===== config.mk =====
export PLATFORM = sky130hd
export DESIGN_NAME = wch_channel
export DESIGN_NICKNAME = d
export VERILOG_FILES = /design/src/pkg/wch_pkg.sv /design/src/hdl/wch_sync.sv /design/src/hdl/wch_span.sv /design/src/hdl/wch_channel.sv
export VERILOG_INCLUDE_DIRS = /design/src /design/src/pkg
export SDC_FILE = /design/constraint.sdc
export NUM_CORES = 1
export LEC_CHECK = 0
export ABC_AREA = 1
export ABC_CLOCK_PERIOD_IN_PS = 1600
export BUFFER_PORTS_ARGS = -buffer_cell sky130_fd_sc_hd__buf_4
export CAP_MARGIN = 20
export CORE_MARGIN = 2
export CORE_UTILIZATION = 48
export CTS_CLUSTER_DIAMETER = 50
export DETAILED_ROUTE_END_ITERATION = 10
export PLACE_DENSITY = 0.85
export SLEW_MARGIN = 20
export SYNTH_ARGS = -nofsm -noshare
export SYNTH_HDL_FRONTEND = slang
export SYNTH_SLANG_ARGS = --single-unit

===== constraint.sdc =====
create_clock -name clk_in -period 1.6 [get_ports clk_in]
set_clock_uncertainty 0.15 [all_clocks]
set_input_delay 0.08 -clock clk_in [delete_from_list [all_inputs] [get_ports clk_in]]
set_output_delay 0.08 -clock clk_in [all_outputs]
set_load 0.02 [all_outputs]

===== src/pkg/wch_map.svh =====
`ifndef WCH_MAP_SVH
`define WCH_MAP_SVH

// Word and counter widths
`define WCH_DATA_W 48
`define WCH_LEN_W 16
`define WCH_CNT_W 14
`define WCH_PIN_W 4

// Bit positions of the resynchronised control pins
`define WCH_PIN_IN_READY 0
`define WCH_PIN_OUT_RESUME 1
`define WCH_PIN_INTERRUPT 2
`define WCH_PIN_CLEAR_SW 3

// Reset values and counter saturation value
`define WCH_RST_PINS 4'h0
`define WCH_RST_CNT 14'h0000
`define WCH_CNT_SAT 14'h3FFF

// System clock period in ns
`define WCH_CLK_NS 20

// Handshake intervals in ns, taken at the computer end of the cable
`define WCH_T_OSETUP_MIN_NS 2600
`define WCH_T_OSETUP_MAX_NS 5600
`define WCH_T_IRESUME_MIN_NS 11200
`define WCH_T_IRESUME_MAX_NS 200000
`define WCH_T_ICLOSE_MIN_NS 1600
`define WCH_T_ICLOSE_MAX_NS 2800
`define WCH_T_OLEAD_MIN_NS 6200
`define WCH_T_OLEAD_MAX_NS 83000
`define WCH_T_OREACT_MIN_NS 1400
`define WCH_T_OREACT_MAX_NS 2800

// Least times round up, longest times round down
`define WCH_CYC_UP(ns) (((ns) + `WCH_CLK_NS - 1) / `WCH_CLK_NS)
`define WCH_CYC_DN(ns) ((ns) / `WCH_CLK_NS)

`endif


===== src/pkg/wch_pkg.sv =====
`include "wch_map.svh"

package wch_pkg;

    // Input channel sequence, Gray coded in listed order from idle to close
    typedef enum logic [2:0] {
        WCH_I_IDLE = 3'h0,
        WCH_I_WAIT_RDY = 3'h1,
        WCH_I_ACCEPT = 3'h3,
        WCH_I_WAIT_DROP = 3'h2,
        WCH_I_CLOSE = 3'h6
    } wch_in_state_t;

    // Output channel sequence, Gray coded in listed order from idle to wait clear
    typedef enum logic [2:0] {
        WCH_O_IDLE = 3'h0,
        WCH_O_LEAD = 3'h1,
        WCH_O_LOAD = 3'h3,
        WCH_O_SETTLE = 3'h2,
        WCH_O_WAIT_RES = 3'h6,
        WCH_O_REACT = 3'h7,
        WCH_O_WAIT_CLR = 3'h5
    } wch_out_state_t;

    typedef struct packed {
        logic [`WCH_PIN_W-1:0] s1;
        logic [`WCH_PIN_W-1:0] s2;
        logic [`WCH_PIN_W-1:0] s3;
        logic [`WCH_PIN_W-1:0] q;
    } wch_sync_t;

    typedef struct packed {
        logic [`WCH_CNT_W-1:0] cnt;
    } wch_span_t;

    typedef struct packed {
        wch_in_state_t in_st;
        logic in_active;
        logic in_resume;
        logic [`WCH_LEN_W-1:0] in_left;
        logic [`WCH_DATA_W-1:0] in_word;
        logic in_word_valid;
        wch_out_state_t out_st;
        logic out_active;
        logic out_ready;
        logic out_take;
        logic out_first;
        logic [`WCH_LEN_W-1:0] out_left;
        logic [`WCH_DATA_W-1:0] out_data;
        logic master_clear;
        logic irq;
    } wch_state_t;

endpackage : wch_pkg


===== src/hdl/wch_sync.sv =====
`timescale 1ns/1ps
`default_nettype none
`include "wch_map.svh"

module wch_sync
    import wch_pkg::*;
(
    input wire logic clk_in,                    // System clock
    input wire logic nrst_in,                   // Sync reset, active low
    input wire logic [`WCH_PIN_W-1:0] pins_in,  // Raw control pins
    output logic [`WCH_PIN_W-1:0] pins_out      // Filtered levels
);

    wch_sync_t st_reg;
    wch_sync_t st_next;
    logic [`WCH_PIN_W-1:0] agree;

    ////////////////////////////////////////////////////////////////////////
    // Three stages; a level counts once stages two and three agree.
    // Stage one feeds only stage two, so a metastable sample never
    // reaches the agreement logic.
    always_comb begin
        st_next = st_reg;
        agree = ~(st_reg.s2 ^ st_reg.s3);
        st_next.s1 = pins_in;
        st_next.s2 = st_reg.s1;
        st_next.s3 = st_reg.s2;
        st_next.q = (agree & st_reg.s3) | (~agree & st_reg.q);
    end

    always_ff @(posedge clk_in) begin
        if (!nrst_in) begin
            st_reg <= '{`WCH_RST_PINS, `WCH_RST_PINS, `WCH_RST_PINS,
                        `WCH_RST_PINS};
        end else begin
            st_reg <= st_next;
        end
    end

    assign pins_out = st_reg.q;

endmodule : wch_sync
`default_nettype wire


===== src/hdl/wch_span.sv =====
`timescale 1ns/1ps
`default_nettype none
`include "wch_map.svh"

module wch_span
    import wch_pkg::*;
(
    input wire logic clk_in,                   // System clock
    input wire logic nrst_in,                  // Sync reset, active low
    input wire logic restart_in,               // Start a new interval
    output logic [`WCH_CNT_W-1:0] count_out    // Cycles since restart
);

    wch_span_t st_reg;
    wch_span_t st_next;

    ////////////////////////////////////////////////////////////////////////
    // Saturating so a long stall never wraps into a false short interval
    always_comb begin
        st_next = st_reg;
        if (restart_in) begin
            st_next.cnt = `WCH_RST_CNT;
        end else if (st_reg.cnt != `WCH_CNT_SAT) begin
            st_next.cnt = st_reg.cnt + `WCH_CNT_W'(1);
        end
    end

    always_ff @(posedge clk_in) begin
        if (!nrst_in) begin
            st_reg <= '{cnt: `WCH_RST_CNT};
        end else begin
            st_reg <= st_next;
        end
    end

    assign count_out = st_reg.cnt;

endmodule : wch_span
`default_nettype wire


===== src/hdl/wch_channel.sv =====
`timescale 1ns/1ps
`default_nettype none
`include "wch_map.svh"

// Interface rules for this block and for the equipment
// (RL1) Words move as 48 parallel static levels in each direction.
// (RL2) Equipment drives zero on unused high input lines.
// (RL3) Undriven input lines read as zero; narrow receivers ignore high lines.
// (RL4) Output word sits on lines 2.6 to 5.6 us before output ready.
// (RL5) Input buffer active rises before any input word is exchanged.
// (RL6) Equipment places word and raises input ready, possibly together.
// (RL7) Input resume rises 11.2 to 200 us after the word is seen.
// (RL8) Equipment drops input ready on resume, then prepares next word.
// (RL9) Input resume falls after input ready is seen low.
// (RL10) Input resume falls 1.6 to 2.8 us after ready falls.
// (RL11) Repeat per word; input active drops on last ready's fall.
// (RL12) Output active rises, then each word loads the output register.
// (RL13) First output word follows output active by 6.2 to 83 us.
// (RL14) Equipment takes word at own pace, then raises output resume.
// (RL15) Output ready falls once output resume is seen.
// (RL16) Output ready falls 1.4 to 2.8 us after resume.
// (RL17) Equipment drops output resume after ready falls.
// (RL18) Repeat per word; output active drops on last resume's rise.
// (RL19) All intervals are taken at the computer end.
// (RL20) A cable group holds one input and one output channel.
// (RL21) Master clear line follows the console clear switch.
// (RL22) Equipment holds interrupt until deselected or cleared.
// (RL23) Equipment resynchronises every control signal but data.
// (RL24) Select with zero equipment code clears all equipment on channel.
// (RL25) Intervals are counted on the system clock against limits.
module wch_channel
    import wch_pkg::*;
#(
    parameter int IN_RESUME_MAX_CYC = `WCH_CYC_DN(`WCH_T_IRESUME_MAX_NS),
    parameter int OUT_LEAD_MAX_CYC = `WCH_CYC_DN(`WCH_T_OLEAD_MAX_NS)
)
(
    input wire logic clk_in,                          // 50 MHz clock
    input wire logic nrst_in,                         // Sync reset, low
    input wire logic in_start_in,                     // Start input block
    input wire logic [`WCH_LEN_W-1:0] in_words_in,    // Input block length
    output logic [`WCH_DATA_W-1:0] in_word_out,       // Received word
    output logic in_word_valid_out,                   // Received word pulse
    input wire logic out_start_in,                    // Start output block
    input wire logic [`WCH_LEN_W-1:0] out_words_in,   // Output block length
    input wire logic [`WCH_DATA_W-1:0] out_word_in,   // Next word to send
    input wire logic out_word_valid_in,               // Next word offered
    output logic out_word_ready_out,                  // Next word taken
    input wire logic clear_switch_in,                 // Console clear pin
    output logic irq_out,                             // Interrupt level
    input wire logic [`WCH_DATA_W-1:0] in_data_in,    // Input data lines
    input wire logic in_ready_in,                     // Input data ready
    output logic in_resume_out,                       // Input data resume
    output logic in_active_out,                       // Input buffer active
    output logic [`WCH_DATA_W-1:0] out_data_out,      // Output data lines
    output logic out_ready_out,                       // Output data ready
    input wire logic out_resume_in,                   // Output data resume
    output logic out_active_out,                      // Output buffer active
    output logic master_clear_out,                    // External master clr
    input wire logic interrupt_in                     // Interrupt line
);

    // (RL25) Limits as cycle counts
    localparam logic [`WCH_CNT_W-1:0] C_OSETUP_MIN =
        `WCH_CNT_W'(`WCH_CYC_UP(`WCH_T_OSETUP_MIN_NS));
    localparam logic [`WCH_CNT_W-1:0] C_OSETUP_MAX =
        `WCH_CNT_W'(`WCH_CYC_DN(`WCH_T_OSETUP_MAX_NS));
    localparam logic [`WCH_CNT_W-1:0] C_IRES_MIN =
        `WCH_CNT_W'(`WCH_CYC_UP(`WCH_T_IRESUME_MIN_NS));
    localparam logic [`WCH_CNT_W-1:0] C_ICLOSE_MIN =
        `WCH_CNT_W'(`WCH_CYC_UP(`WCH_T_ICLOSE_MIN_NS));
    localparam logic [`WCH_CNT_W-1:0] C_ICLOSE_MAX =
        `WCH_CNT_W'(`WCH_CYC_DN(`WCH_T_ICLOSE_MAX_NS));
    localparam logic [`WCH_CNT_W-1:0] C_OLEAD_MIN =
        `WCH_CNT_W'(`WCH_CYC_UP(`WCH_T_OLEAD_MIN_NS));
    localparam logic [`WCH_CNT_W-1:0] C_OREACT_MIN =
        `WCH_CNT_W'(`WCH_CYC_UP(`WCH_T_OREACT_MIN_NS));
    localparam logic [`WCH_CNT_W-1:0] C_OREACT_MAX =
        `WCH_CNT_W'(`WCH_CYC_DN(`WCH_T_OREACT_MAX_NS));

    wch_state_t st_reg;
    wch_state_t st_next;
    logic [`WCH_PIN_W-1:0] pins_raw;
    logic [`WCH_PIN_W-1:0] pins_s;
    logic [`WCH_CNT_W-1:0] in_cnt;
    logic [`WCH_CNT_W-1:0] out_cnt;
    logic in_restart;
    logic out_restart;
    logic rdy_s;
    logic res_s;
    logic clr_s;

    // True once an interval has run its least length
    function automatic logic reached(input logic [`WCH_CNT_W-1:0] cnt,
                                     input logic [`WCH_CNT_W-1:0] lim);
        reached = (cnt >= lim);
    endfunction : reached

    // Block length of zero is taken as a single word
    function automatic logic [`WCH_LEN_W-1:0] block_len(
        input logic [`WCH_LEN_W-1:0] n);
        block_len = (n == '0) ? `WCH_LEN_W'(1) : n;
    endfunction : block_len

    ////////////////////////////////////////////////////////////////////////
    // Control pins pass the three-stage filter; data lines do not,
    // they are only sampled once their ready has been filtered.
    always_comb begin
        pins_raw = `WCH_RST_PINS;
        pins_raw[`WCH_PIN_IN_READY] = in_ready_in;
        pins_raw[`WCH_PIN_OUT_RESUME] = out_resume_in;
        pins_raw[`WCH_PIN_INTERRUPT] = interrupt_in;
        pins_raw[`WCH_PIN_CLEAR_SW] = clear_switch_in;
    end

    wch_sync u_sync (
        .clk_in(clk_in),
        .nrst_in(nrst_in),
        .pins_in(pins_raw),
        .pins_out(pins_s)
    );

    assign rdy_s = pins_s[`WCH_PIN_IN_READY];
    assign res_s = pins_s[`WCH_PIN_OUT_RESUME];
    assign clr_s = pins_s[`WCH_PIN_CLEAR_SW];

    ////////////////////////////////////////////////////////////////////////
    // (RL19) Local interval counters
    wch_span u_in_span (
        .clk_in(clk_in),
        .nrst_in(nrst_in),
        .restart_in(in_restart),
        .count_out(in_cnt)
    );

    wch_span u_out_span (
        .clk_in(clk_in),
        .nrst_in(nrst_in),
        .restart_in(out_restart),
        .count_out(out_cnt)
    );

    // Restart at each edge an interval is timed from
    always_comb begin
        in_restart = ((st_reg.in_st == WCH_I_WAIT_RDY) && rdy_s) ||
                     ((st_reg.in_st == WCH_I_WAIT_DROP) && !rdy_s);
        out_restart = ((st_reg.out_st == WCH_O_IDLE) && out_start_in) ||
                      ((st_reg.out_st == WCH_O_LOAD) && st_reg.out_take &&
                       out_word_valid_in) ||
                      ((st_reg.out_st == WCH_O_WAIT_RES) && res_s);
    end

    ////////////////////////////////////////////////////////////////////////
    // (RL20) One input and one output channel of a cable group
    always_comb begin
        st_next = st_reg;
        st_next.in_word_valid = 1'b0;
        st_next.irq = pins_s[`WCH_PIN_INTERRUPT];
        // (RL21) Clear line follows switch
        st_next.master_clear = clr_s;

        // (RL5) Active precedes exchange
        unique case (st_reg.in_st)
            WCH_I_IDLE: begin
                if (in_start_in) begin
                    st_next.in_active = 1'b1;
                    st_next.in_left = block_len(in_words_in);
                    st_next.in_st = WCH_I_WAIT_RDY;
                end
            end
            WCH_I_WAIT_RDY: begin
                if (rdy_s) begin
                    // (RL3) Capture parallel word
                    st_next.in_word = in_data_in;
                    st_next.in_st = WCH_I_ACCEPT;
                end
            end
            WCH_I_ACCEPT: begin
                // (RL7) Resume after storage
                if (reached(in_cnt, C_IRES_MIN)) begin
                    st_next.in_resume = 1'b1;
                    st_next.in_word_valid = 1'b1;
                    st_next.in_st = WCH_I_WAIT_DROP;
                end
            end
            WCH_I_WAIT_DROP: begin
                // (RL11) Last fall ends block
                if (!rdy_s) begin
                    st_next.in_left = st_reg.in_left - `WCH_LEN_W'(1);
                    if (st_reg.in_left == `WCH_LEN_W'(1)) begin
                        st_next.in_active = 1'b0;
                    end
                    st_next.in_st = WCH_I_CLOSE;
                end
            end
            WCH_I_CLOSE: begin
                // (RL9) (RL10) Resume falls after ready
                if (reached(in_cnt, C_ICLOSE_MIN)) begin
                    st_next.in_resume = 1'b0;
                    st_next.in_st = st_reg.in_active ? WCH_I_WAIT_RDY
                                                     : WCH_I_IDLE;
                end
            end
            default: begin
                st_next.in_st = WCH_I_IDLE;
            end
        endcase

        // (RL12) Active first, then words
        unique case (st_reg.out_st)
            WCH_O_IDLE: begin
                if (out_start_in) begin
                    st_next.out_active = 1'b1;
                    st_next.out_first = 1'b1;
                    st_next.out_left = block_len(out_words_in);
                    st_next.out_st = WCH_O_LEAD;
                end
            end
            WCH_O_LEAD: begin
                // (RL13) Lead before first word
                if (reached(out_cnt, C_OLEAD_MIN)) begin
                    st_next.out_take = 1'b1;
                    st_next.out_st = WCH_O_LOAD;
                end
            end
            WCH_O_LOAD: begin
                // (RL1) Load output register
                if (st_reg.out_take && out_word_valid_in) begin
                    st_next.out_data = out_word_in;
                    st_next.out_take = 1'b0;
                    st_next.out_first = 1'b0;
                    st_next.out_st = WCH_O_SETTLE;
                end
            end
            WCH_O_SETTLE: begin
                // (RL4) Lines settle before ready
                if (reached(out_cnt, C_OSETUP_MIN)) begin
                    st_next.out_ready = 1'b1;
                    st_next.out_st = WCH_O_WAIT_RES;
                end
            end
            WCH_O_WAIT_RES: begin
                // (RL18) Last resume ends block
                if (res_s) begin
                    st_next.out_left = st_reg.out_left - `WCH_LEN_W'(1);
                    if (st_reg.out_left == `WCH_LEN_W'(1)) begin
                        st_next.out_active = 1'b0;
                    end
                    st_next.out_st = WCH_O_REACT;
                end
            end
            WCH_O_REACT: begin
                // (RL15) (RL16) Ready falls after resume
                if (reached(out_cnt, C_OREACT_MIN)) begin
                    st_next.out_ready = 1'b0;
                    st_next.out_st = WCH_O_WAIT_CLR;
                end
            end
            WCH_O_WAIT_CLR: begin
                // Next word only once the resume is gone
                if (!res_s) begin
                    st_next.out_take = st_reg.out_active;
                    st_next.out_st = st_reg.out_active ? WCH_O_LOAD
                                                       : WCH_O_IDLE;
                end
            end
            default: begin
                st_next.out_st = WCH_O_IDLE;
            end
        endcase

        // Console clear aborts both channels; the data lines keep
        // their last word because clearing them gains nothing.
        if (clr_s) begin
            st_next.in_st = WCH_I_IDLE;
            st_next.in_active = 1'b0;
            st_next.in_resume = 1'b0;
            st_next.in_word_valid = 1'b0;
            st_next.out_st = WCH_O_IDLE;
            st_next.out_active = 1'b0;
            st_next.out_ready = 1'b0;
            st_next.out_take = 1'b0;
        end
    end

    always_ff @(posedge clk_in) begin
        if (!nrst_in) begin
            st_reg <= '{in_st: WCH_I_IDLE, out_st: WCH_O_IDLE, default: '0};
        end else begin
            st_reg <= st_next;
        end
    end

    ////////////////////////////////////////////////////////////////////////
    // Outputs straight from the state register
    assign in_word_out = st_reg.in_word;
    assign in_word_valid_out = st_reg.in_word_valid;
    assign in_resume_out = st_reg.in_resume;
    assign in_active_out = st_reg.in_active;
    assign out_data_out = st_reg.out_data;
    assign out_ready_out = st_reg.out_ready;
    assign out_active_out = st_reg.out_active;
    assign out_word_ready_out = st_reg.out_take;
    assign master_clear_out = st_reg.master_clear;
    assign irq_out = st_reg.irq;
endmodule : wch_channel
`default_nettype wire


==> results.md <==
- Status: complete, but fails checks
- Failing checks: setup timing
- Top-level I/O count: 241
- Ys flop type: dfxtp_1
- Fillers: 1065
- Hold Crit Start: in_start_in
- Worst r2r src: st_reg[123]$_SDFFE_PN0P_
- RSZ-0062 raised after global routing: yes
- Most common cell after layout, fill and taps aside: buf_4
- Reg2reg path depth: 8
- Hold-critical path depth: 6
- Setup TNS: -9.42 ns
- Crit start category: flip-flop
- Final instance area: ~14000 um^2
- Routed vias: around 11000
- Vias per std cell: ~5.7
- Max-cap violations: 0
- Max clock buf depth: 2
- IO buf count: 240
- Vias in the first global route: approximately 10000
- Placement Rows: 50
- Later-pin clock latency in the skew report: 0.45 ns
- Sw frac: 0.420
- Placed wire-length estimate: 17500 um
- Worst Tran Pin Value: approximately 0.49 ns
- CP dominant cell by count: inv_1
- DP Worst Slack: -0.0637 ns
- Die height: roughly 140 um
- Final wirelength: roughly 38000 um
- DIE WIDTH: ~140 um
- WS Path Type: flip-flop to flip-flop
- Post-Synthesis Cells: approximately 1300
- Drt wl/cell: 19.3 um
- Core Box Area: roughly 19000 um^2
- Residual DRC: 0
- Fmax: just over 500 MHz
- Hold Fails Final Rpt: 0
- Num Clock Sinks: between 150 and 200
- DIE AREA: approximately 21000 um^2
- Max_slew headroom: 0.671
- Worst path arrival time: ~2.2 ns
- Leakage: between 0.006 and 0.007 uW
- Detailed Routing Iterations Pass 1: 8
- Pins Over Slew Limit: 0
- Worst VDD drop: around 0.0011 V
- Syn. warnings: 0
- Hold Path Class: primary input to flip-flop
- Cell Area, Placed: 11100 um^2
- Fin worst setup slack: -0.370 ns
- Crit share post-route: 1.23
- Largest net degree at the start of global routing: 86
- Initial antenna violation count: 1
- Final min period: 1.97 ns
- FF-to-FF End: st_reg[132]$_SDFFE_PN0P_
- Routability Congestion: approximately 0.92
- Largest stage delay, worst path: ~0.35 ns
- Net Count, Synth: 1477
- TritonCTS clock tree: built
- FF+latch count, synth: roughly 190
- Cell Chain, Critical Path: inv_1 -> ha_1 -> inv_1 -> nor2_2 -> nand4_1 -> o22ai_2 -> nand2_1 -> a21oi_2
- Unique masters post-synth: just over 40
- Async S/R FF share, synth: 0
- Reg power frac: 0.308
- WP data required: between 1.5 and 2 ns
- DRT antenna net count: 0
- Grt ovf: 0
- Non-filler cells, final: just under 2000
- Commonest non-fill, non-tap cells in the layout: 323 x buf_4, 259 x nor2_1, 165 x nand2_1, 165 x dfxtp_1, 134 x dlygate4sd3_1
- Total GRT Usage: 0.290
- Final setup fails: between 90 and 100
- Mapped Avg Cell Area: ~7 um^2
- First-pass GRT wire length: 48000 um
- Initial core utilization: 0.494
- P_int: approximately 11000 uW
- WHS: between 0.15 and 0.2 ns
- Seq/Total Area, Yosys: 0.400
- Area grow syn2layout: 55.0%
- Worst Hold Path EP: st_reg[124]$_SDFFE_PN0P_
- EDFF count, synth: 0
- NetSw: between 7000 and 8000 uW
- Nets@finish: between 1500 and 2000
- Pwr/cell area: 1280 nW/um^2
- CP delay by family, top: simple AND/OR/NAND/NOR gates
- Buf/Inv on CP: 2
- Drt first-iter violations: approximately 1500
- Logic pwr share: 0.448
- Setup crit end kind: flip-flop
- Placed insts: 1762
- Syn Std Cell Area: between 9000 and 10000 um^2
- Num CTS Buffers: 17
- CP max FO: 4
- Share of cells above drive strength 1: 0.334
- Htree depth: 4
- Root cell of the clock tree: clkbuf_16
- Worst-path clk slew: around 0.090 ns
- CP max-delay cell: dfxtp_1
- Internal reg-to-reg setup slack: -0.37 ns
- Clock power frac: 0.244
worst max-delay path by stage:
stage	startpoint	end	slack, ns	depth (start not counted)
after floorplan	u_in_span.count_out[0]$_SDFFE_PP0P_	u_in_span.count_out[0]$_SDFFE_PP0P_	0.003	6
after global placement	st_reg[70]$_SDFFE_PP0P_	u_out_span.count_out[2]$_SDFFE_PP0P_	-0.0005	8
after detailed placement	u_out_span.count_out[1]$_SDFFE_PP0P_	u_out_span.count_out[0]$_SDFFE_PP0P_	-0.06	8
after CTS	u_in_span.count_out[1]$_SDFFE_PP0P_	u_in_span.count_out[3]$_SDFFE_PP0P_	-0.0002	6
after global routing	st_reg[142]$_SDFFE_PP0P_	in_word_out[18]$_SDFFE_PN0P_	-0.52	8
final	st_reg[123]$_SDFFE_PN0P_	st_reg[132]$_SDFFE_PN0P_	-0.37	8
area by class of cell:
cell class                      count  area [um^2]  area share
Inverter                          130          507      0.0352
Antenna cell                        1         2.50    0.000174
Tap cell                          260          325      0.0226
Sequential cell                   186         3770       0.262
Multi-Input combinational cell    872         4710       0.327
Clock inverter                     15          204      0.0142
Clock buffer                       17          425      0.0295
Timing Repair Buffer              498         4470       0.310
synth_stat cells (all sizes together), types with 10 or more instances:
library cell  number  share of area
xor2              10         0.0094
inv              129          0.052
buf              117          0.093
nand3             67          0.038
clkbuf            27          0.011
nand4             18          0.013
nor3              25          0.018
a21oi             48          0.026
nor2             309           0.13
o21ai            154          0.084
a31oi             15          0.010
nand2            187          0.078
dfxtp            186           0.40
worst min-delay path, delay by kind of cell:
kind / cells / cell delay, ns
buffers and inverters: 3 / 0.33
AOI/OAI and AO/OA: 2 / 0.22
and+or+nand+nor: 1 / 0.10
power groups by stage:
stage          clock network (uW)  registers (uW)  logic (uW)
2_1_floorplan                   0            5550        3650
4_1_cts                      4480            5500        5910
3_5_place_dp                    0            5570        5420
6_report                     4510            5700        8280
3_3_place_gp                    0            5560        5320
5_1_grt                      4700            5730        8710
stage by stage:
step	util	power, uW
detailed placement	0.591	11000
finish	0.765	18500
global route	0.765	19100
global placement	0.591	10900
CTS	0.703	15900
floorplan	-	9200
kinds of logic (layout without fill, tap and decap cells):
| family | count (synthesis) | after routing | synth area share |
|---|---|---|---|
| other | 0 | 1 | 0 |
| flip-flops | 186 | 186 | 0.400 |
| AO/OA/AOI/OAI | 230 | 230 | 0.130 |
| AND/OR/NAND/NOR | 619 | 619 | 0.288 |
| XOR/XNOR | 15 | 15 | 0.0141 |
| buffers and inverters | 274 | 660 | 0.156 |
| adder cells (fa/ha/maj) | 8 | 8 | 0.0108 |
timing repair:
action | 4_1_cts | 5_1_grt
pin swaps | 6 | 68
buffers inserted | 3 | 32
setup endpoints to repair | 34 | 120
hold endpoints to repair | 142 | 0
hold buffers | 134 | 0
gates cloned | 0 | 15
resized for setup | 31 | 210
layer usage:
metal | vias up | share of wire | track usage
met3 | 297 | 0.11 | 0.0818
li1 | 4927 | - | -
met2 | 920 | 0.48 | 0.505
met1 | 5106 | 0.35 | 0.327
met4 | 0 | 0.072 | 0.138
met5 | - | 0 | 0
No activity file was read; power rests on OpenSTA's default activity.
